## config.mk

```make
export PLATFORM = sky130hd
export DESIGN_NAME = atsc_top
export DESIGN_NICKNAME = d
export VERILOG_FILES = /design/src/atsc_pkg.sv /design/src/atsc_top.sv
export SDC_FILE = /design/constraint.sdc
export NUM_CORES = 1
export LEC_CHECK = 0
export BUFFER_PORTS_ARGS = -buffer_cell sky130_fd_sc_hd__buf_2
export CORE_MARGIN = 10
export CORE_UTILIZATION = 35
export DETAILED_ROUTE_END_ITERATION = 6
export SETUP_SLACK_MARGIN = 0.02
export SYNTH_ARGS = -nofsm -noshare
export SYNTH_HDL_FRONTEND = slang
export SYNTH_SLANG_ARGS = --single-unit
```

## constraint.sdc

```tcl
create_clock -name clk_sys -period 2.4 [get_ports clk_sys]
set_input_delay 0.12 -clock clk_sys [delete_from_list [all_inputs] [get_ports clk_sys]]
set_output_delay 0.12 -clock clk_sys [all_outputs]
set_load 0.005 [all_outputs]
```

## src/atsc_pkg.sv

```systemverilog
// Constants for the asynchronous timer status and interrupt control block
//------------------------------------------------------------------------------
// Summary of operation
//------------------------------------------------------------------------------
// Summary of operation
// - Select bit picks I/O or crystal clock
// - Select change may corrupt timer registers
// - Counter write sets busy until loaded
// - Compare write sets busy until loaded
// - Control write sets busy until loaded
// - Counter reads live; others read temporaries
// - Compare request needs enable, global, flag
// - Overflow request needs enable, global, flag
// - Compare flag set on match, cleared
// - Overflow flag set on overflow, cleared
// - Pulse-width mode: overflow at bottom reversal
// - Sync mode holds prescaler reset bits
// - Sync mode off clears both reset bits
// - Prescaler reset bit self-clears; zero ignored
// - Reset bit reads zero on CPU clock
// - Async reset bit stays until completed
// - I/O offsets, data space plus 0x20
// - Status register at 0x30, resets zero
`default_nettype none
package atsc_pkg;
  // I/O offsets
  localparam logic [5:0] OFS_SPECIAL_FUNCTION_CTRL = 6'h20;
  localparam logic [5:0] OFS_ASYNC_TIMER_STATUS    = 6'h30;
  localparam logic [5:0] OFS_TIMER_COMPARE_VALUE   = 6'h31;
  localparam logic [5:0] OFS_TIMER_COUNT_VALUE     = 6'h32;
  localparam logic [5:0] OFS_TIMER_CONTROL_REG     = 6'h33;
  localparam logic [5:0] OFS_TIMER_IRQ_FLAGS       = 6'h36;
  localparam logic [5:0] OFS_TIMER_IRQ_MASK        = 6'h37;
  // Data-space distance of the I/O window
  localparam logic [7:0] DATA_SPACE_BASE           = 8'h20;
  localparam logic [7:0] IO_SPACE_LAST             = 8'h3F;
  // Status register fields
  localparam int BIT_ASYNC_CLOCK_SELECT    = 3;
  localparam int BIT_COUNTER_UPDATE_BUSY   = 2;
  localparam int BIT_COMPARE_UPDATE_BUSY   = 1;
  localparam int BIT_CONTROL_UPDATE_BUSY   = 0;
  // Mask and flag fields
  localparam int BIT_COMPARE               = 1;
  localparam int BIT_OVERFLOW              = 0;
  // Special function fields
  localparam int BIT_SYNC_MODE             = 7;
  localparam int BIT_PRESCALER_RESET_SHARED = 2;
  localparam int BIT_PRESCALER_RESET_A     = 1;
  // Control register: phase correct pulse-width mode bits
  localparam int BIT_WGM0                  = 6;
  localparam int BIT_WGM1                  = 3;
  // Reset values
  localparam logic [7:0] RST_REG           = 8'h00;
endpackage
`default_nettype wire

```

## src/atsc_top.sv

```systemverilog
// Status, clock select, update busy, interrupt flag and prescaler reset logic
`timescale 1ns/1ps
`default_nettype none
module atsc_top #(
  parameter int DW = 8                        // Register data width
) (
  // Clock and reset
  input  wire logic          clk_sys,
  input  wire logic          rst_n,
  // CPU register port
  input  wire logic [7:0]    reg_addr,        // I/O or data-space address
  input  wire logic          reg_data_space,  // High: address is data space
  input  wire logic          reg_wr,
  input  wire logic          reg_rd,
  input  wire logic [DW-1:0] reg_wdata,
  output logic [DW-1:0]      reg_rdata,       // Valid the cycle after reg_rd
  // CPU interrupt side
  input  wire logic          cpu_global_ie,   // Global enable bit of cpu_status_reg
  input  wire logic          cmp_vector_taken,
  input  wire logic          ovf_vector_taken,
  output logic               cmp_irq_req,
  output logic               ovf_irq_req,
  // Counter core side
  input  wire logic          crystal_osc_input,
  input  wire logic [DW-1:0] core_count,      // Live counter value
  input  wire logic          core_match,      // Compare match pulse
  input  wire logic          core_overflow,   // Overflow pulse (MAX)
  input  wire logic          core_bottom_rev, // Direction reversal at 0x00
  output logic               async_clock_select,
  output logic               core_count_load,  // Pulse: load count
  output logic [DW-1:0]      core_count_value,
  output logic [DW-1:0]      core_compare_value,
  output logic [DW-1:0]      core_control_value,
  output logic               prescaler_rst_a,
  output logic               prescaler_rst_shared
);

  //----------------------------------------------------------------------------
  // Reset synchroniser
  //----------------------------------------------------------------------------
  logic rst_meta_q;                            // First stage, read by second only
  logic rst_sync_n_q;                          // Design-wide reset

  // Release through two flops so all state leaves reset on one edge
  always_ff @(posedge clk_sys or negedge rst_n) begin
    if (!rst_n) begin
      rst_meta_q   <= 1'b0;
      rst_sync_n_q <= 1'b0;
    end else begin
      rst_meta_q   <= 1'b1;
      rst_sync_n_q <= rst_meta_q;
    end
  end

  //----------------------------------------------------------------------------
  // Address decode
  //----------------------------------------------------------------------------
  logic [7:0] io_ofs;                          // Address folded to I/O offset
  logic       io_ok;                           // Address inside the I/O window
  logic       wr_cnt, wr_cmp, wr_ctl, wr_sts, wr_flg, wr_msk, wr_sfc;

  // Data-space accesses sit 0x20 above the I/O offsets
  always_comb begin
    io_ofs = reg_data_space ? 8'(reg_addr - atsc_pkg::DATA_SPACE_BASE) : reg_addr;
    io_ok  = (io_ofs <= atsc_pkg::IO_SPACE_LAST) &&
             (!reg_data_space || reg_addr >= atsc_pkg::DATA_SPACE_BASE);
  end

  assign wr_cnt = reg_wr && io_ok && io_ofs[5:0] == atsc_pkg::OFS_TIMER_COUNT_VALUE;
  assign wr_cmp = reg_wr && io_ok && io_ofs[5:0] == atsc_pkg::OFS_TIMER_COMPARE_VALUE;
  assign wr_ctl = reg_wr && io_ok && io_ofs[5:0] == atsc_pkg::OFS_TIMER_CONTROL_REG;
  assign wr_sts = reg_wr && io_ok && io_ofs[5:0] == atsc_pkg::OFS_ASYNC_TIMER_STATUS;
  assign wr_flg = reg_wr && io_ok && io_ofs[5:0] == atsc_pkg::OFS_TIMER_IRQ_FLAGS;
  assign wr_msk = reg_wr && io_ok && io_ofs[5:0] == atsc_pkg::OFS_TIMER_IRQ_MASK;
  assign wr_sfc = reg_wr && io_ok && io_ofs[5:0] == atsc_pkg::OFS_SPECIAL_FUNCTION_CTRL;

  //----------------------------------------------------------------------------
  // Crystal tick
  //----------------------------------------------------------------------------
  logic [2:0] xtal_q;                          // Two sync stages plus edge stage
  logic       xtal_tick;                       // One-cycle enable per rising crystal edge

  // The crystal is sampled as a plain input; its rising edge is the
  // moment the asynchronous side accepts staged values
  always_ff @(posedge clk_sys or negedge rst_sync_n_q) begin
    if (!rst_sync_n_q) begin
      xtal_q <= 3'h0;
    end else begin
      xtal_q <= {xtal_q[1:0], crystal_osc_input};
    end
  end

  // Edge detect uses stages two and three only, never the first
  assign xtal_tick = xtal_q[1] && !xtal_q[2];

  //----------------------------------------------------------------------------
  // Clock select and staged registers
  //----------------------------------------------------------------------------
  logic          as_q;                         // Clock select bit
  logic [DW-1:0] tmp_cnt_q, tmp_cmp_q, tmp_ctl_q; // Temporary storage
  logic [2:0]    busy_q;                       // {counter, compare, control}
  logic [2:0]    wr_vec;

  assign wr_vec = {wr_cnt, wr_cmp, wr_ctl};

  // Select bit; a change may leave timer contents undefined, software
  // must reload them, so no attempt is made to preserve them
  always_ff @(posedge clk_sys or negedge rst_sync_n_q) begin
    if (!rst_sync_n_q) begin
      as_q <= 1'b0;
    end else if (wr_sts) begin
      as_q <= reg_wdata[atsc_pkg::BIT_ASYNC_CLOCK_SELECT];
    end
  end

  // Temporaries capture every CPU write
  always_ff @(posedge clk_sys or negedge rst_sync_n_q) begin
    if (!rst_sync_n_q) begin
      tmp_cnt_q <= atsc_pkg::RST_REG;
      tmp_cmp_q <= atsc_pkg::RST_REG;
      tmp_ctl_q <= atsc_pkg::RST_REG;
    end else begin
      if (wr_cnt) begin
        tmp_cnt_q <= reg_wdata;
      end
      if (wr_cmp) begin
        tmp_cmp_q <= reg_wdata;
      end
      if (wr_ctl) begin
        tmp_ctl_q <= reg_wdata;
      end
    end
  end

  // Busy flags: set on an async write, cleared at the crystal tick that
  // moves the value; a write in the tick cycle keeps the flag set
  genvar gi;
  generate
    for (gi = 0; gi < 3; gi++) begin : g_busy
      always_ff @(posedge clk_sys or negedge rst_sync_n_q) begin
        if (!rst_sync_n_q) begin
          busy_q[gi] <= 1'b0;
        end else if (wr_vec[gi] && as_q) begin
          busy_q[gi] <= 1'b1;
        end else if (xtal_tick || !as_q) begin
          busy_q[gi] <= 1'b0;
        end
      end
    end
  endgenerate

  // Transfer to the core: at once on the I/O clock, at the tick when async.
  // A write while busy overwrites the staged value; software is expected
  // to poll the busy bit first
  always_ff @(posedge clk_sys or negedge rst_sync_n_q) begin
    if (!rst_sync_n_q) begin
      core_count_load    <= 1'b0;
      core_count_value   <= atsc_pkg::RST_REG;
      core_compare_value <= atsc_pkg::RST_REG;
      core_control_value <= atsc_pkg::RST_REG;
    end else begin
      core_count_load <= 1'b0;
      if (!as_q) begin
        core_count_load <= wr_cnt;
        if (wr_cnt) begin
          core_count_value <= reg_wdata;
        end
        if (wr_cmp) begin
          core_compare_value <= reg_wdata;
        end
        if (wr_ctl) begin
          core_control_value <= reg_wdata;
        end
      end else if (xtal_tick) begin
        core_count_load <= busy_q[2];
        if (busy_q[2]) begin
          core_count_value <= tmp_cnt_q;
        end
        if (busy_q[1]) begin
          core_compare_value <= tmp_cmp_q;
        end
        if (busy_q[0]) begin
          core_control_value <= tmp_ctl_q;
        end
      end
    end
  end

  assign async_clock_select = as_q;

  //----------------------------------------------------------------------------
  // Interrupt mask and flags
  //----------------------------------------------------------------------------
  logic [1:0] msk_q, flg_q;                    // {compare, overflow}
  logic       pwm_phase;                       // Phase correct mode
  logic       ovf_event;

  assign pwm_phase = core_control_value[atsc_pkg::BIT_WGM0] &&
                     !core_control_value[atsc_pkg::BIT_WGM1];
  assign ovf_event = pwm_phase ? core_bottom_rev : core_overflow;

  // Mask register
  always_ff @(posedge clk_sys or negedge rst_sync_n_q) begin
    if (!rst_sync_n_q) begin
      msk_q <= 2'h0;
    end else if (wr_msk) begin
      msk_q <= reg_wdata[1:0];
    end
  end

  // Flags: set beats the write-one clear and the vector clear
  always_ff @(posedge clk_sys or negedge rst_sync_n_q) begin
    if (!rst_sync_n_q) begin
      flg_q <= 2'h0;
    end else begin
      if (core_match) begin
        flg_q[atsc_pkg::BIT_COMPARE] <= 1'b1;
      end else if (cmp_vector_taken || (wr_flg && reg_wdata[atsc_pkg::BIT_COMPARE])) begin
        flg_q[atsc_pkg::BIT_COMPARE] <= 1'b0;
      end
      if (ovf_event) begin
        flg_q[atsc_pkg::BIT_OVERFLOW] <= 1'b1;
      end else if (ovf_vector_taken || (wr_flg && reg_wdata[atsc_pkg::BIT_OVERFLOW])) begin
        flg_q[atsc_pkg::BIT_OVERFLOW] <= 1'b0;
      end
    end
  end

  // Requests, one cycle behind the flag
  always_ff @(posedge clk_sys or negedge rst_sync_n_q) begin
    if (!rst_sync_n_q) begin
      cmp_irq_req <= 1'b0;
      ovf_irq_req <= 1'b0;
    end else begin
      cmp_irq_req <= cpu_global_ie && msk_q[atsc_pkg::BIT_COMPARE] && flg_q[atsc_pkg::BIT_COMPARE];
      ovf_irq_req <= cpu_global_ie && msk_q[atsc_pkg::BIT_OVERFLOW] && flg_q[atsc_pkg::BIT_OVERFLOW];
    end
  end

  //----------------------------------------------------------------------------
  // Prescaler reset and synchronisation mode
  //----------------------------------------------------------------------------
  logic tsm_q;                                 // Synchronisation mode bit
  logic psr_a_q, psr_s_q;                      // Reset bits as stored

  // Sync mode bit
  always_ff @(posedge clk_sys or negedge rst_sync_n_q) begin
    if (!rst_sync_n_q) begin
      tsm_q <= 1'b0;
    end else if (wr_sfc) begin
      tsm_q <= reg_wdata[atsc_pkg::BIT_SYNC_MODE];
    end
  end

  // Reset bit for this timer: set by a written one, held in sync mode,
  // otherwise cleared once the reset has taken place (next cycle on the
  // I/O clock, at the next crystal tick when asynchronous)
  always_ff @(posedge clk_sys or negedge rst_sync_n_q) begin
    if (!rst_sync_n_q) begin
      psr_a_q <= 1'b0;
    end else if (wr_sfc && reg_wdata[atsc_pkg::BIT_PRESCALER_RESET_A]) begin
      psr_a_q <= 1'b1;
    end else if (wr_sfc && !reg_wdata[atsc_pkg::BIT_SYNC_MODE]) begin
      psr_a_q <= 1'b0;
    end else if (!tsm_q && (!as_q || xtal_tick)) begin
      psr_a_q <= 1'b0;
    end
  end

  // Shared reset bit runs on the I/O clock only
  always_ff @(posedge clk_sys or negedge rst_sync_n_q) begin
    if (!rst_sync_n_q) begin
      psr_s_q <= 1'b0;
    end else if (wr_sfc && reg_wdata[atsc_pkg::BIT_PRESCALER_RESET_SHARED]) begin
      psr_s_q <= 1'b1;
    end else if (wr_sfc && !reg_wdata[atsc_pkg::BIT_SYNC_MODE]) begin
      psr_s_q <= 1'b0;
    end else if (!tsm_q) begin
      psr_s_q <= 1'b0;
    end
  end

  assign prescaler_rst_a      = psr_a_q;
  assign prescaler_rst_shared = psr_s_q;

  //----------------------------------------------------------------------------
  // Read data
  //----------------------------------------------------------------------------
  // Registered read mux; unmapped offsets return zero
  always_ff @(posedge clk_sys or negedge rst_sync_n_q) begin
    if (!rst_sync_n_q) begin
      reg_rdata <= atsc_pkg::RST_REG;
    end else if (reg_rd) begin
      reg_rdata <= '0;
      if (io_ok) begin
        case (io_ofs[5:0])
          atsc_pkg::OFS_TIMER_COUNT_VALUE:   reg_rdata <= core_count;
          atsc_pkg::OFS_TIMER_COMPARE_VALUE: reg_rdata <= tmp_cmp_q;
          atsc_pkg::OFS_TIMER_CONTROL_REG:   reg_rdata <= tmp_ctl_q;
          atsc_pkg::OFS_ASYNC_TIMER_STATUS: begin
            reg_rdata <= {4'h0, as_q, busy_q};
          end
          atsc_pkg::OFS_TIMER_IRQ_MASK:      reg_rdata <= {6'h00, msk_q};
          atsc_pkg::OFS_TIMER_IRQ_FLAGS:     reg_rdata <= {6'h00, flg_q};
          atsc_pkg::OFS_SPECIAL_FUNCTION_CTRL: begin
            reg_rdata <= {tsm_q, 4'h0, psr_s_q, psr_a_q && as_q, 1'b0};
          end
          default:                           reg_rdata <= '0;
        endcase
      end
    end
  end

endmodule
`default_nettype wire

```

; Yosys cells after proc, flatten, opt, wreduce, memory -nomap -nowiden
; Cells that the tools add are included.
[word_totals]
n_memories = 0
latch_bits = 0
rom_bits = 0
ff_bits = 75
output_inout_bits = 38
inputBits = 36
mem_bits_rw = 0
elab_cells = 117
[classes]
div = 0
mul = 0
n_reduce_logical = 47
shifts = 0
n_lt_le_gt_ge = 2
muxes = 32
n_eq_ne = 12
add_sub_neg = 1
bitwise_logic = 0
[ops]
columns = cell, count
row1 = $mux W8, 14
row2 = $pmux W8 S7, 1
row3 = $eq A6 B6 Y1 const B, 7
row4 = $logic_and A1 B1 Y1, 25
row5 = $mux W1, 17
row6 = $reduce_bool A2 Y1, 8
row7 = $reduce_and A3 Y1, 3
row8 = $ge A8 B6 Y1 const B, 1
row9 = $le A8 B6 Y1 const B, 1
row10 = $sub A8 B6 Y8 const B, 1
row11 = $logic_not A1 Y1, 6
row12 = $ne A2 B1 Y1 const B, 3
row13 = $logic_or A1 B1 Y1, 4
row14 = $ne A3 B1 Y1 const B, 1
row15 = $reduce_bool A3 Y1, 1
row16 = $ne A2 B2 Y1 const B, 1

; Logic depth before layout (Yosys ltp)
; Gate-level depths: netlist of the first run.
[logic_depth]
word_depth = 10
depth_mapped = 9
ltp_nobuf = 7

; Least setup slack after synthesis of the first run
; No wires, ideal clock.
[synth_timing]
path_type = input -> register
startpoint = input port reg_addr[5]
endpoint = register core_count_value[0]
required_time_ns = 2.275
setup_slack_ns = 0.769
t_arrival_ns = 1.506
setup_time_ns = 0.125
path_buffers = 1
path_stages = 8
cell_sequence = inv_1 -> ha_1 -> o21bai_1 -> o21ai_1 -> a31o_2 -> buf_6 -> a31oi_4 -> mux2_4
[synth_via]
elab_chain_cells = 8
word_cells_on_any_way = 11
cone_classes = 1 x add/sub / 2 x order compare / 1 x eq/ne / 1 x mux / 6 x reduce/logical
[synth_lines]
columns = element, line_no
row1 = start: declaration, atsc_top.sv:11  ; input wire logic [7:0] reg_addr,
row2 = $sub A8 B6 Y8, atsc_top.sv:64  ; io_ofs = reg_data_space ? 8'(reg_addr - atsc_pkg::DATA_SPACE_BASE) : reg_addr;
row3 = $mux W8, atsc_top.sv:64
row4 = $le A8 B6 Y1, atsc_top.sv:65  ; io_ok = (io_ofs <= atsc_pkg::IO_SPACE_LAST) &&
row5 = $logic_and A1 B1 Y1, atsc_top.sv:65
row6 = $logic_and A1 B1 Y1, atsc_top.sv:69  ; assign wr_cnt = reg_wr && io_ok && io_ofs[5:0] == atsc_pkg::OFS_TIMER_COUNT_VALUE;
row7 = $logic_and A1 B1 Y1 (*), atsc_top.sv:69
row8 = $reduce_bool A2 Y1 (no source line) (*), --
row9 = $reduce_and A3 Y1 (no source line) (*), --
row10 = end signal: assignment, atsc_top.sv:158  ; core_count_value <= atsc_pkg::RST_REG;
row11 = end signal: assignment, atsc_top.sv:166  ; core_count_value <= reg_wdata;
row12 = end signal: assignment, atsc_top.sv:177  ; core_count_value <= tmp_cnt_q;
row13 = end: declaration, atsc_top.sv:31  ; output logic [DW-1:0] core_count_value,
; Mark *: on every way between the ends. The rest lies on a longest branch, timed or not.
; A chain may end at the register's enable or synchronous reset.

; Worst setup path in the final report of the first run
[layout_timing]
startpoint = register as_q (netlist: async_clock_select)
endpoint = register core_compare_value[1]
[layout_via]
elab_chain_cells = 2
word_cells_on_any_way = 5
cone_classes = 2 x eq/ne / 1 x mux / 2 x reduce/logical
[layout_lines]
columns = element, line_no
row1 = start: declaration, atsc_top.sv:99  ; logic as_q;
row2 = start signal: assignment, atsc_top.sv:112  ; as_q <= reg_wdata[atsc_pkg::BIT_ASYNC_CLOCK_SELECT];
row3 = "$ne A2 B1 Y1 (no source line), or another cell as far along", --
row4 = $reduce_and A3 Y1 (no source line), --
row5 = end signal: assignment, atsc_top.sv:159  ; core_compare_value <= atsc_pkg::RST_REG;
row6 = end signal: assignment, atsc_top.sv:169  ; core_compare_value <= reg_wdata;
row7 = end signal: assignment, atsc_top.sv:180  ; core_compare_value <= tmp_cmp_q;
row8 = end: declaration, atsc_top.sv:32  ; output logic [DW-1:0] core_compare_value,
; Several ways; a longest one is shown, not always the timed one.

==> results_dict.tcl, run 1 <==
set metrics [dict create \
    status "complete, no violations" \
    pin_count 74 \
    met2_length_mm 4.54 \
    die_width_um 122 \
    tritoncts.num_buffers 9 \
    yosys_warnings 0 \
    dp_cells 517 \
    share_of_cells_above_drive_strength_1_pct 32.1 \
    ant_nets 0 \
    timing.critical_path.to_type "flip-flop" \
    synth_cell_types 55 \
    tritoncts "built" \
    hold_path_class "primary input to flip-flop" \
    chipHeight_um 122 \
    syn-cell-area_um2 3660 \
    syn-num-nets 354 \
    io_buffers 73 \
    fin_crit_ns 1.74 \
    pwr_density_cell_nw_per_um2 582 \
    detail_route.drc_violations 0 \
    layout.cells.non_filler 535 \
    synth_simple_gate_area_share_pct 15.5 \
    rr_worst_depth 4 \
    gp_congestion 0.850 \
    synth_top_family_by_area "multiplexers" \
    starting_density_of_the_core_pct 35.7 \
    layout.cells.most_common "dfrtp_1" \
    design.die.area_um2 14900 \
    clock_sinks 75 \
    grt_pass1_wl_mm 15.2 \
    final_cell_mix "dfrtp_1, buf_2, nand2_1, mux2_1, inv_1" \
    vias_in_the_first_global_route 2761 \
    cap_viol_max_count 0 \
    cts_buffer_depth 2 \
    cts_h_tree_depth 3 \
    timing_worst_setup_path_type "flip-flop to flip-flop" \
    finClkSkew_ns 0.0121 \
    post_synth_xor_area_fraction_pct 0.684 \
    min_period_over_period_pct 72.7 \
    min_to "flg_q[0]" \
    number_of_enable_flip_flop_cells_after_synthesis 0 \
    synthFlopType "dfrtp_1" \
    setup.reg_to_reg.worst_slack_ns 0.66 \
    power.ir.vdd_worst_mv 0.284 \
    final_setup_violation_count 0 \
    timing.critical_path.fanout_max 17 \
    core_region_area_um2 10200 \
    max_slew.worst_pin.slew_ns 0.647 \
    avgSynthCellArea_um2 11.5 \
    worstPathArrival_ns 1.98 \
    power.leakage_nw 2.28 \
    timing.hold.ws_ns 0.0342 \
    share_of_synthesized_cell_area_in_full_adder_half_adder_and_majority_cells_pct 0.342 \
    timing.slew.headroom_pct 56.8 \
    detail_route.vias_per_cell 5.00 \
    number_of_pins_with_negative_max_slew_slack_in_the_final_report 0 \
    violation_count_after_the_first_detailed_routing_iteration 125 \
    area_delta_synth_final_pct 19.5 \
    synth.yosys.seq_area_share_pct 51.3 \
    final.setup.tns_ns 0 \
    ys_seq_elements 75 \
    detail_route.wirelength.met1_mm 4.20 \
    antennaDiodeCount 0 \
    fmax_ghz 0.573 \
    ys_async_sr_fraction_pct 100 \
    synth_cells 317 \
    min_from "core_bottom_rev" \
    reg2reg_to "core_compare_value[1]" \
    vias_after_detailed_routing 2674 \
    synth_mux_area_share_pct 19.9 \
    rsz0062_at_grt "false" \
    first_pass_iters 5 \
    finalNetCount 431 \
    clk-insertion-delay-late_ns 0.35 \
    routed_wirelength_mm 9.39 \
    globalRoute.totalOverflow 0 \
    maximum_number_of_pins_on_one_net_before_global_route_repair 47 \
    rr_startpoint "async_clock_select" \
    rows 37 \
    grt_antenna_before_repair 0 \
    grt_use_total_pct 13.0 \
    start_kind "flip-flop" \
    post-dp-hpwl_mm 7.10 \
    critical_path_required_ns 2.63 \
    synth_compound_gate_area_share_pct 8.21 \
    instance_count_along_the_most_critical_hold_path 3 \
    maxUsedRoutingLayer "met4" \
    postPlaceCellArea_um2 4170 \
    routed_wire_per_std_cell_um 17.6 \
    postLayoutCellArea_um2 4370 \
    hold_viol_final 0 \
    post-cts-setup-buffer-count 0 \
    met3RoutedLength_um 607 \
    clk_root_buffer_cell "clkbuf_8" \
    clk_pin_slew_worst_paths_ns 0.09 \
]
==> cells by family (layout without fill, tap and decap cells) <==
logic type / Yosys count / count (layout)
other: 1 / 1
AOI/OAI and AO/OA: 41 / 41
and+or+nand+nor: 104 / 104
adders and majority gates: 1 / 1
DFF: 75 / 75
buffers and inverters: 31 / 113
xor gates and xnor gates: 2 / 2
muxes: 62 / 62
==> worst max path at each step <==
stage | start | endpoint | slack, ns
2_1_floorplan | rst_sync_n_q | async_clock_select | 0.16
3_3_place_gp | reg_addr[1] | core_control_value[5] | 0.40
3_5_place_dp | reg_addr[5] | tmp_cmp_q[0] | 0.32
4_1_cts | async_clock_select | core_compare_value[1] | 0.64
5_1_grt | async_clock_select | core_compare_value[3] | 0.52
6_report | async_clock_select | core_compare_value[1] | 0.66
==> worst max-delay path, stage by stage, from the launching register on <==
cell and delay, ns:
dfrtp_1 0.47, buf_4 0.26, and3_1 0.17, a31o_1 0.36, mux2_1 0.36
==> through the flow <==
stage | total power [mW] | worst slack [ns] | utilization [%]
after floorplan | 1.52 | 0.157 | -
after CTS | 2.57 | 0.642 | 42.7
after global placement | 1.64 | 0.405 | 40.7
final | 2.54 | 0.655 | 42.7
after global routing | 2.67 | 0.523 | 42.7
after detailed placement | 1.64 | 0.323 | 40.7
==> timing repair <==
action                                 CTS  global route
hold buffers                             2             0
endpoints found under the hold margin    3             0
gates resized for setup                  0             0
==> registers in the layout, indices dropped and copies added, names as in the netlist, 2 cells and up <==
signal	cells
tmp_cnt_q	8
tmp_ctl_q	8
core_compare_value	8
xtal_q	3
msk_q	2
core_control_value	8
core_count_value	8
reg_rdata	8
tmp_cmp_q	8
busy_q	3
flg_q	2
==> layer usage <==
| layer | vias to the layer above | global-route usage [%] |
|---|---|---|
| met2 | 72 | 20.5 |
| met3 | 2 | 3.89 |
| met4 | 0 | 3.09 |
| met5 | - | 0 |
| met1 | 1333 | 17.0 |
| li1 | 1267 | - |
==> cell usage after synthesis (5+ instances only) <==
master | n | share of area, %
mux2i_1 | 10 | 2.7
and3_1 | 9 | 1.5
nor2_1 | 7 | 0.72
o22ai_1 | 8 | 1.4
inv_1 | 16 | 1.6
nand2b_1 | 10 | 1.7
dfrtp_1 | 75 | 51
mux2_1 | 30 | 9.2
mux2_2 | 13 | 4.0
clkbuf_1 | 6 | 0.62
nand2_1 | 53 | 5.4
mux2_4 | 8 | 3.3
nor3_1 | 5 | 0.68
o21ai_0 | 5 | 0.68
==> report_power, final <==
| part | switching [mW] | total (mW) | internal (mW) |
|---|---|---|---|
| logic | 0.146 | 0.261 | 0.115 |
| registers | 0.0419 | 1.36 | 1.31 |
| clock network | 0.533 | 0.926 | 0.394 |
| total | 0.720 | 2.54 | 1.82 |
==> final cells by class <==
cell class                      instances  area [um^2]
Fill cell                            1005         5860
Sequential cell                        75         1880
Multi-Input combinational cell        211         1640
Timing Repair Buffer                   81          443
Tap cell                              136          170
Clock buffer                            9          124
Inverter                               16         60.1
Clock inverter                          7         58.8
No activity file was read; power rests on OpenSTA's default activity.
==> inputs of run 2 (changes only) <==
--- a/config.mk
+++ b/config.mk
@@ -5,6 +5,7 @@
 export SDC_FILE = /design/constraint.sdc
 export NUM_CORES = 1
 export LEC_CHECK = 0
+export ABC_AREA = 1
 export BUFFER_PORTS_ARGS = -buffer_cell sky130_fd_sc_hd__buf_2
 export CORE_MARGIN = 10
 export CORE_UTILIZATION = 35
==> constraint.sdc (replaced) <==
create_clock -name clk_sys -period 1.6 [get_ports clk_sys]
set_input_delay 0.08 -clock clk_sys [delete_from_list [all_inputs] [get_ports clk_sys]]
set_output_delay 0.08 -clock clk_sys [all_outputs]
set_load 0.005 [all_outputs]
==> run 2 against run 1 <==
Net effect:
- first-iteration DRC count rose by 64%
- critical path depth rose by 2
- sequential share of layout area decreased by 2.1 points
- final area rose by 5.1%
- synthesized area rose by 0.79%
- routed wire length grew 8.6%
- die area rose by 0.66%
- non-clock buffer count is 21 higher
- setup slack worse by 0.53 ns
- core utilization is 2.0 points higher
- power rose by 78%
- cell count grew 33%
==> results_dict.tcl, run 2 <==
set metrics [dict create \
    status "complete, no violations" \
    power.leakage_nw 2.48 \
    tritoncts.num_buffers 9 \
    globalRoute.totalOverflow 0 \
    path_cells "dlygate4sd3_1 -> buf_2 -> inv_1 -> nor3_1 -> o21bai_1 -> dlygate4sd3_1" \
    clk_pin_slew_worst_paths_ns 0.07 \
    io_buffers 73 \
    power.ir.vdd_worst_mv 0.554 \
    starting_density_of_the_core_pct 35.9 \
    synth_top_family_by_area "simple AND/OR/NAND/NOR gates" \
    multi_input_area_um2 1570 \
    crit_path_leading_delay_family "buffers and inverters" \
    synth_cell_types 29 \
    final.setup.tns_ns 0 \
    design.die.area_um2 15000 \
    number_of_pins_with_negative_max_slew_slack_in_the_final_report 0 \
    fillCellCount 1072 \
    chipHeight_um 123 \
    area_delta_synth_final_pct 24.6 \
    hold_path_class "primary input to flip-flop" \
    post_synth_xor_area_fraction_pct 0 \
    syn-cell-area_um2 3680 \
    setup.reg_to_reg.worst_slack_ns 0.24 \
    yosys_warnings 0 \
    share_of_cells_above_drive_strength_1_pct 22.9 \
    worstPathArrival_ns 1.70 \
    synthMostInstantiatedCell "nand2_1" \
    min_from "core_bottom_rev" \
    routed_wirelength_mm 10.2 \
    timing_worst_setup_path_type "primary input to flip-flop" \
    violation_count_after_the_first_detailed_routing_iteration 205 \
    synth_mux_area_share_pct 0 \
    grt_antenna_before_repair 0 \
    rsz0062_at_grt "false" \
    share_of_synthesized_cell_area_in_full_adder_half_adder_and_majority_cells_pct 0.340 \
    vias_in_the_first_global_route 3391 \
    yosysTopAreaCell "dfrtp_1" \
    grt_pass1_wl_mm 16.9 \
    start_kind "primary input" \
    avgSynthCellArea_um2 7.92 \
    crit_top_cell "dlygate4sd3_1" \
    critical_path_required_ns 1.83 \
    min_to "flg_q[0]" \
    hold_viol_final 0 \
    synth_cells 465 \
    reg2reg_to "core_control_value[6]" \
    gp_congestion 0.837 \
    tritoncts "built" \
    finClkSkew_ns 0.0129 \
    rr_startpoint "async_clock_select" \
    first_pass_iters 4 \
    timing.critical_path.to_type "flip-flop" \
    rr_worst_depth 5 \
    timing.critical_path.fanout_max 5 \
    crit_buf_inv 4 \
    min_period_over_period_pct 91.9 \
    critical-path-slowest-cell "dlygate4sd3_1" \
    fmax_ghz 0.680 \
    synth.yosys.seq_area_share_pct 50.9 \
    ant_nets 0 \
    clk_root_buffer_cell "clkbuf_8" \
    grt_use_total_pct 14.2 \
    cts_h_tree_depth 3 \
    fin_crit_ns 1.47 \
    rows 37 \
    layout.cells.most_common "nand2_1" \
    core_region_area_um2 10300 \
    vias_after_detailed_routing 3346 \
    cts_buffer_depth 2 \
    pin_count 74 \
    sequential_cell_area_um2 1880 \
    detail_route.drc_violations 0 \
    instance_count_along_the_most_critical_hold_path 3 \
    detail_route.vias_per_cell 4.72 \
    synth_simple_gate_area_share_pct 33.3 \
    syn-num-nets 502 \
    cap_viol_max_count 0 \
    antennaDiodeCount 0 \
    maximum_number_of_pins_on_one_net_before_global_route_repair 74 \
    pwr_density_cell_nw_per_um2 988 \
    post-dp-hpwl_mm 7.88 \
    synthFlopType "dfrtp_1" \
    final_cell_mix "nand2_1, dfrtp_1, buf_2, inv_1, nand3_1" \
    final_setup_violation_count 0 \
    die_width_um 123 \
    yosys-top-cells-count "nand2_1, dfrtp_1, inv_1, nand3_1, nor2_1" \
    ys_seq_elements 75 \
    synth_top_area_share_pct 50.9 \
    clk-insertion-delay-late_ns 0.35 \
    synth_compound_gate_area_share_pct 8.73 \
    finalNetCount 606 \
    timing.hold.ws_ns 0.0116 \
    number_of_enable_flip_flop_cells_after_synthesis 0 \
    ys_async_sr_fraction_pct 100 \
    netlist_top_cells_area "dfrtp_1, nand2_1, nand3_1" \
    clock_sinks 75 \
    routed_wire_per_std_cell_um 14.4 \
    crit_path_max_incr_delay_ns 0.56 \
]
[run 2: repair_timing]
action / CTS / global route
endpoints found under the hold margin: 10 / 0
buffers inserted: 0 / 0
gates resized for setup: 0 / 2
endpoints found under the setup margin: 0 / 7
hold buffers: 9 / 0
[run 2: worst max path at each step]
stage | end | startpoint | cells after the start | slack [ns]
CTS | flg_q[1] | reg_addr[5] | 11 | 0.10
detailed placement | core_count_value[7] | reg_addr[5] | 12 | 0.007
finish | flg_q[1] | reg_wdata[1] | 6 | 0.13
global placement | core_count_value[2] | reg_addr[5] | 10 | 0.08
global route | core_control_value[3] | xtal_q[1] | 7 | 0.05
floorplan | core_count_value[0] | async_clock_select | 6 | 0.14
[run 2: stage by stage]
step | power [mW] | util (%) | instance area, um^2 | instances | worst slack (ns)
floorplan | 2.80 | - | 3690 | 465 | 0.141
global placement | 3.25 | 42.1 | 4320 | 685 | 0.0833
detailed placement | 3.26 | 42.1 | 4320 | 685 | 0.00708
CTS | 4.60 | 44.6 | 4580 | 709 | 0.102
global route | 4.84 | 44.7 | 4590 | 709 | 0.0468
finish | 4.53 | 44.7 | 4590 | 709 | 0.129
[run 2: kinds of logic after synthesis]
group	count (synthesis)
AND/OR/NAND/NOR	272
flip-flops	75
AO/OA/AOI/OAI	59
buffers and inverters	57
adder cells (fa/ha/maj)	1
other	1
[run 2: routing by layer]
metal	wire [um]	GRT usage, %	up-vias
met4	131	4.71	0
met2	4580	21.9	84
li1	-	-	1693
met5	0	0	-
met1	4750	18.7	1559
met3	739	4.22	10
[run 2: power breakdown]
group | internal (mW) | total (mW) | switching (mW)
combinational | 0.382 | 0.897 | 0.515
clock | 0.639 | 1.31 | 0.671
sequential | 2.17 | 2.33 | 0.156
[run 2: worst min-delay path: stages]
cell and delay (ns):
buf_2 0.08, nor2_1 0.03, o21ai_0 0.13
[run 2: area by class of cell]
cell class / instances / area share [%]
clock buffers: 13 / 3.46
clock inverters: 2 / 0.273
inverters: 48 / 3.92
multi-input cells: 333 / 34.3
flip-flops and latches: 75 / 40.9
well taps: 136 / 3.71
repair buffers: 102 / 13.5
